[config.mk]
export PLATFORM = sky130hd
export DESIGN_NAME = hvm_monitor
export DESIGN_NICKNAME = d
export VERILOG_FILES = /design/src/shared/hvm_pkg.sv /design/src/rtl/hvm_monitor.sv
export SDC_FILE = /design/constraint.sdc
export NUM_CORES = 1
export LEC_CHECK = 0
export ABC_AREA = 1
export BUFFER_PORTS_ARGS = -buffer_cell sky130_fd_sc_hd__buf_2
export CAP_MARGIN = 40
export CORE_UTILIZATION = 45
export CTS_BUF_LIST = sky130_fd_sc_hd__clkbuf_8
export DETAILED_ROUTE_END_ITERATION = 8
export PLACE_DENSITY_LB_ADDON = 0.2
export SETUP_SLACK_MARGIN = 0.3
export SYNTH_ARGS = -nofsm -noshare
export SYNTH_HDL_FRONTEND = slang
export SYNTH_SLANG_ARGS = --single-unit
[constraint.sdc]
create_clock -name clk_i -period 4.1 [get_ports clk_i]
set_clock_uncertainty 0.2 [all_clocks]
set_input_delay 0.205 -clock clk_i [delete_from_list [all_inputs] [get_ports clk_i]]
set_output_delay 0.205 -clock clk_i [all_outputs]
set_load 0.01 [all_outputs]
[src/shared/hvm_pkg.sv]
// Constants and carriers of the high voltage monitor block
// How it works
// RULE1: Monitor is 8-bit read-only, resets 0x00
// RULE2: Reached only via command and data registers
// RULE3: Bits show live state unless marked latched
// RULE4: Bit 7 follows wake pin in input mode
// RULE5: Bit 6 shows thermal shutdown event
// RULE6: Bit 5 follows test-interface pin when enabled
// RULE7: Bit 4 shows voltage channel buffer enable
// RULE8: Bit 3 shows supply stayed above 2.1V
// RULE9: Bit 3 set again only by re-enabling flag
// RULE10: Bit 2 bus driver short, re-enable clears
// RULE11: Bit 1 test driver short, re-enable clears
// RULE12: Bit 0 shows wake driver short circuit; code latches it until re-enable clears
// RULE13: Driver re-enable bit clears itself after write
// RULE14: Host sets wake mode bit for readback
// RULE15: Busy held 10us per transfer, host waits
// RULE16: Monitor read captured whole in one cycle
package hvm_pkg;

   // Indirect register indices behind the command register
   localparam logic [3:0] IDX_CONFIG_FIRST  = 4'h0;
   localparam logic [3:0] IDX_CONFIG_SECOND = 4'h1;
   localparam logic [3:0] IDX_MONITOR       = 4'h2;

   // Reset values
   localparam logic [7:0] MONITOR_RESET = 8'h00;
   localparam logic [7:0] CONFIG_RESET  = 8'h00;

   // Monitor bit positions
   localparam int MON_WAKE_PIN  = 7;
   localparam int MON_OVERTEMP  = 6;
   localparam int MON_TEST_PIN  = 5;
   localparam int MON_BUF_EN    = 4;
   localparam int MON_LVF       = 3;
   localparam int MON_BUS_SHORT = 2;
   localparam int MON_TEST_SHRT = 1;
   localparam int MON_WAKE_SHRT = 0;

   // Configuration bit positions
   localparam int CFG1_LVF_EN    = 2;
   localparam int CFG2_WAKE_MODE = 4;
   localparam int CFG2_REENABLE  = 3;

   // Transfer timing
   localparam int CLK_PERIOD_NS = 100;
   localparam int BUSY_TIME_NS  = 10000;
   localparam int BUSY_CYCLES   = BUSY_TIME_NS / CLK_PERIOD_NS;
   localparam int BUSY_W        = 8;

   // Pin and analog inputs, all asynchronous to clk_i
   typedef struct packed {
      logic wake_pin;
      logic test_interface_pin;
      logic thermal_shutdown;
      logic buffer_enabled;
      logic supply_ok;
      logic bus_short;
      logic test_short;
      logic wake_short;
   } hvm_pins_t;

   // Command written into the interface command register
   typedef struct packed {
      logic       write;
      logic [3:0] index;
      logic [7:0] wdata;
   } hvm_cmd_t;

   typedef enum logic [1:0] {
      ST_IDLE = 2'b01,
      ST_BUSY = 2'b10
   } hvm_state_t;

endpackage : hvm_pkg

[src/rtl/hvm_monitor.sv]
// High voltage monitor register with its indirect command interface
`timescale 1ns/1ps
`default_nettype none
module hvm_monitor (
   // Clock and reset
   input  wire logic            clk_i,
   input  wire logic            rst_i,
   // Command register write port
   input  wire logic            cmd_valid_i,
   input  wire hvm_pkg::hvm_cmd_t cmd_i,
   // Command status and data register
   output logic                 busy_o,
   output logic                 error_o,
   output logic [7:0]           data_o,
   // High voltage circuits
   input  wire hvm_pkg::hvm_pins_t pins_i,
   output logic                 wake_mode_o,
   output logic                 driver_reenable_o
);
   import hvm_pkg::*;

   localparam logic [BUSY_W-1:0] BUSY_LAST =
      BUSY_W'(BUSY_CYCLES - 1);

   typedef struct packed {
      hvm_state_t        state;
      logic [BUSY_W-1:0] count;
      hvm_cmd_t          cmd;
      logic              error;
      logic [7:0]        data;
      logic [7:0]        config_first;
      logic [7:0]        config_second;
      logic [7:0]        sync1;
      logic [7:0]        sync2;
      logic [7:0]        sync3;
      logic [7:0]        filt;
      logic              low_voltage_flag;
      logic              bus_short;
      logic              test_short;
      logic              wake_short;
      logic              reenable;
   } hvm_regs_t;

   hvm_regs_t r;
   hvm_regs_t next_r;

   hvm_pins_t  live;
   logic [7:0] monitor;
   logic       do_apply;
   logic       lvf_arm;
   logic       reenable_write;

   // Filtered pin view
   assign live = hvm_pins_t'(r.filt);

   // Live monitor value
   always_comb begin
      monitor                = MONITOR_RESET;
      monitor[MON_WAKE_PIN]  = r.config_second[CFG2_WAKE_MODE] &
                               live.wake_pin;                   // [RULE4]
      monitor[MON_OVERTEMP]  = live.thermal_shutdown;           // [RULE5]
      // Readback of both pins shares the wake mode enable
      monitor[MON_TEST_PIN]  = r.config_second[CFG2_WAKE_MODE] &
                               live.test_interface_pin;         // [RULE6]
      monitor[MON_BUF_EN]    = live.buffer_enabled;             // [RULE7] [RULE3]
      monitor[MON_LVF]       = r.config_first[CFG1_LVF_EN] &
                               r.low_voltage_flag;                           // [RULE8]
      monitor[MON_BUS_SHORT] = r.bus_short;                     // [RULE10]
      monitor[MON_TEST_SHRT] = r.test_short;                    // [RULE11]
      monitor[MON_WAKE_SHRT] = r.wake_short;                    // [RULE12]
   end

   always_comb begin
      next_r         = r;
      do_apply       = 1'b0;
      lvf_arm        = 1'b0;
      reenable_write = 1'b0;

      // Three-stage synchroniser; accept value once stages 2 and 3 agree
      next_r.sync1 = pins_i;
      next_r.sync2 = r.sync1;
      next_r.sync3 = r.sync2;
      for (int i = 0; i < 8; i++) begin
         if (r.sync2[i] == r.sync3[i]) begin
            next_r.filt[i] = r.sync3[i];
         end
      end

      case (r.state)
         ST_IDLE: begin
            // Commands while busy never reach here, so they are dropped
            if (cmd_valid_i) begin
               next_r.state = ST_BUSY;
               next_r.count = '0;
               next_r.cmd   = cmd_i;
               next_r.error = 1'b0;
               if (!cmd_i.write) begin
                  // Whole byte captured in one cycle, order kept
                  case (cmd_i.index)
                     IDX_MONITOR:       next_r.data = monitor;  // [RULE16] [RULE2]
                     IDX_CONFIG_FIRST:  next_r.data = r.config_first;
                     IDX_CONFIG_SECOND: next_r.data = r.config_second;
                     default: begin
                        next_r.data  = 8'h00;
                        next_r.error = 1'b1;
                     end
                  endcase
               end else if (cmd_i.index != IDX_CONFIG_FIRST &&
                            cmd_i.index != IDX_CONFIG_SECOND) begin
                  // Monitor is read-only; a write only flags an error
                  next_r.error = 1'b1;                           // [RULE1]
               end
            end
         end
         ST_BUSY: begin
            if (r.count == BUSY_LAST) begin
               next_r.state = ST_IDLE;                           // [RULE15]
               do_apply     = r.cmd.write;
            end else begin
               next_r.count = r.count + 1'b1;                    // [RULE15]
            end
         end
         default: begin
            next_r.state = ST_IDLE;
         end
      endcase

      // Writes land at the end of the serial latency
      if (do_apply) begin
         case (r.cmd.index)
            IDX_CONFIG_FIRST: begin
               next_r.config_first = r.cmd.wdata;
               lvf_arm = r.cmd.wdata[CFG1_LVF_EN];
            end
            IDX_CONFIG_SECOND: begin
               next_r.config_second = r.cmd.wdata;
               reenable_write = r.cmd.wdata[CFG2_REENABLE];
            end
            default: begin
               next_r.error = r.error;
            end
         endcase
      end

      // Re-enable bit stored for exactly one cycle
      if (r.config_second[CFG2_REENABLE] && !reenable_write) begin
         next_r.config_second[CFG2_REENABLE] = 1'b0;             // [RULE13]
      end
      next_r.reenable = reenable_write;

      // Low voltage flag: re-arming samples the supply afresh
      if (lvf_arm) begin
         next_r.low_voltage_flag = live.supply_ok;                            // [RULE9]
      end else if (r.config_first[CFG1_LVF_EN] && !live.supply_ok) begin
         next_r.low_voltage_flag = 1'b0;                                      // [RULE8]
      end

      // Short flags: the re-enable clears, a live short wins
      if (reenable_write) begin
         next_r.bus_short  = 1'b0;
         next_r.test_short = 1'b0;
         next_r.wake_short = 1'b0;
      end
      if (live.bus_short) begin
         next_r.bus_short = 1'b1;                                // [RULE10]
      end
      if (live.test_short) begin
         next_r.test_short = 1'b1;                               // [RULE11]
      end
      if (live.wake_short) begin
         next_r.wake_short = 1'b1;                               // [RULE12]
      end
   end

   always_ff @(posedge clk_i) begin
      if (rst_i) begin
         r.state         <= ST_IDLE;
         r.count         <= '0;
         r.cmd           <= '0;
         r.error         <= 1'b0;
         r.data          <= MONITOR_RESET;                       // [RULE1]
         r.config_first  <= CONFIG_RESET;
         r.config_second <= CONFIG_RESET;
         r.sync1         <= '0;
         r.sync2         <= '0;
         r.sync3         <= '0;
         r.filt          <= '0;
         r.low_voltage_flag           <= 1'b0;
         r.bus_short     <= 1'b0;
         r.test_short    <= 1'b0;
         r.wake_short    <= 1'b0;
         r.reenable      <= 1'b0;
      end else begin
         r <= next_r;
      end
   end

   assign busy_o            = r.state == ST_BUSY;
   assign error_o           = r.error;
   assign data_o            = r.data;
   assign wake_mode_o       = r.config_second[CFG2_WAKE_MODE];
   assign driver_reenable_o = r.reenable;

endmodule : hvm_monitor
`default_nettype wire

==> impl_metrics.json <==
{
  "ys_types": 24,
  "clk_pin_slew_ns": 0.08,
  "post-dp-hpwl_um": 4398,
  "root_buffer": "clkbuf_8",
  "post_cts_resized": 0,
  "drt_iter0_drc": 127,
  "n_fill_cell": 675,
  "place_area_um2": 3490,
  "post-place-ws_ns": 2.112,
  "syn_nets": 456,
  "arrival_ns": 2.21,
  "routed_via_density": 4.625,
  "layout_commonest_cell": "dfxtp_1",
  "status": "finished clean",
  "ir_drop_uv": 196.1,
  "critPathCaptureType": "flop",
  "die_x_um": 87.60,
  "antenna_found_initial": 0,
  "ant_nets": 0,
  "antenna_cells": 0,
  "clock_sink_count": 85,
  "worstHoldStart": "cmd_i[8]",
  "grt_max_degree": 46,
  "final_cell_mix": "dfxtp_1 (85), nor2_1 (71), inv_1 (64), nand2_1 (49), a21oi_1 (48)",
  "worstSkewPairLatency_ns": 0.35,
  "hp-class": "primary input to flop",
  "ys_seq_elements": 85,
  "setup_ws_ns": 1.926,
  "setup.worst_path.start": "cmd_i[10]",
  "drive_above_1_share_pct": 12.86,
  "wire_per_inst_um": 11.15,
  "avgSynthCellArea_um2": 7.649,
  "rr_startpoint": "r[83]$_SDFFE_PP1P_",
  "finalHoldViolCount": 0,
  "yosysSeqAreaShare_pct": 51.61,
  "fin_crit_ns": 2.174,
  "place_congestion": 0.8033,
  "syn_area_um2": 3297,
  "coreArea_um2": 6944,
  "crit_path_max_incr_delay_ns": 0.57,
  "rsz0062_at_grt": "no",
  "worstMarginPinSlew_ns": 0.4441,
  "routed_wl_um": 6446,
  "cts_tree": "built",
  "io_buffers": 35,
  "power_leakage_nw": 1.597,
  "first_global_vias": 2345,
  "dieHeight_um": 87.60,
  "drtPass1Iterations": 4,
  "finalSetupViolations": 0,
  "crit_fanout": 19,
  "drv_slew": 0,
  "area_delta_synth_final_pct": 17.27,
  "max_freq_mhz": 460.1,
  "cts-htree-levels": 3,
  "vias": 2673,
  "drc_errors": 0,
  "finish.instance_area_um2": 3866,
  "worstSetupPathType": "primary input to flop",
  "synthCells": 431,
  "setup_tns_ns": 0,
  "initial_core_util_pct": 47.48,
  "ys_warn_count": 0,
  "grt_pass1_wl_um": 10780,
  "powerDensity_nw_per_um2": 387.8,
  "std_cell_rows": 30,
  "gr-total-overflow": 0,
  "cp.required_ns": 4.14,
  "grt_use_total_pct": 18.24,
  "cpLargestDelayFamily": "buffers and inverters",
  "period_share_pct": 53.01,
  "maxSlewHeadroom_pct": 70.36,
  "cp_common_cell": "dlygate4sd3_1",
  "final_nets": 502,
  "path_buf_inv": 3,
  "max-cap-violations": 0,
  "path_cells": "dlygate4sd3_1 > buf_2 > nor2_4 > nand2_1 > o22ai_1 > dlygate4sd3_1 > a21oi_1",
  "clockBufferDepth": 2,
  "cp-start-kind": "primary input",
  "cts_buffers": 9,
  "ios": 36,
  "cp_slowest_cell": "dlygate4sd3_1",
  "die-area_um2": 7673
}
-- cells by family (layout without fill, tap and decap cells) --
group / Yosys count / in the layout / share of synthesized area, %
AND/OR/NAND/NOR: 168 / 168 / 22.50
AO/OA/AOI/OAI: 89 / 89 / 13.70
buffers and inverters: 88 / 139 / 11.80
flip-flops: 85 / 85 / 51.61
adder cells (fa/ha/maj): 1 / 1 / 0.3794
-- worst reg2reg max path, cell delays in order, from the launching register on --
cell,delay [ns]
dfxtp_1,0.34
nand2_1,0.05
nor2_1,0.09
buf_4,0.22
inv_1,0.23
nor2_2,0.34
inv_1,0.22
nand2_1,0.10
a21oi_1,0.07
-- synth_stat cells (all sizes together) --
master	n	area share [%]
dfxtp	85	52
nor2	75	9.1
inv	64	7.3
nand2	50	5.8
a21oi	48	7.3
o21ai	38	5.8
nand3	23	3.8
buf	19	3.9
nand4	16	3.0
clkbuf	4	0.46
nor3	4	0.76
a211oi	2	0.46
clkinv	1	0.11
ha	1	0.38
o22ai	1	0.19
-- registers in the layout, summed over array words and instances, names as in the netlist --
register / flops
driver_reenable_o: 1
error_o: 1
live: 8
r: 47
data_o: 8
next_r: 16
wake_mode_o: 1
monitor: 3
-- final timing paths --
path                                               end  slack (ns)  cells past startpoint
worst max-delay path              error_o$_SDFFE_PP0P_        1.93                      7
worst min-delay path                r[70]$_SDFFE_PP0P_        0.13                      3
worst max register to register  data_o[7]$_SDFFE_PP0P_        2.12                      8
worst min register to register   next_r[14]$_SDFF_PP0_        0.21                      2
-- where the power goes --
group	total [W]	internal [W]	switching [W]
clock network	0.000525	0.000222	0.000304
logic	0.000111	0.0000449	0.0000660
registers	0.000863	0.000849	0.0000137
total	0.00150	0.00112	0.000383
-- final cells by class --
cell class,instances,area [um2],share of cell area (%)
flip-flops and latches,85,1702,44.01
multi-input cells,258,1206,31.20
repair buffers,58,417.9,10.81
inverters,65,244.0,6.311
clock buffers,9,123.9,3.204
well taps,96,120.1,3.107
clock inverters,7,52.55,1.359
-- layer usage --
metal  track usage [%]  part of all wire, %  vias up
met5                 0                    0        -
met4             8.048                  1.4        0
met3             3.110                  2.3        9
met2             27.63                   44       36
met1             25.60                   52     1168
li1                  -                    -     1460
-- stage by stage --
| step | power (W) | std cells | util, % | hold slack, ns |
|---|---|---|---|---|
| floorplan | 0.0009442 | 431 | - | 0.1120 |
| global placement | 0.0009741 | 541 | 49.86 | 0.1892 |
| detailed placement | 0.0009790 | 542 | 50.25 | 0.1923 |
| CTS | 0.001521 | 578 | 55.68 | 0.09964 |
| global route | 0.001577 | 578 | 55.68 | 0.1397 |
| finish | 0.001499 | 578 | 55.68 | 0.1318 |
-- repair_timing --
action                                 4_1_cts  5_1_grt
buffers inserted                             0        0
hold buffers                                20        0
setup endpoints to repair                    0        0
endpoints found under the hold margin       19        0
(Power assumes the default switching activity.)
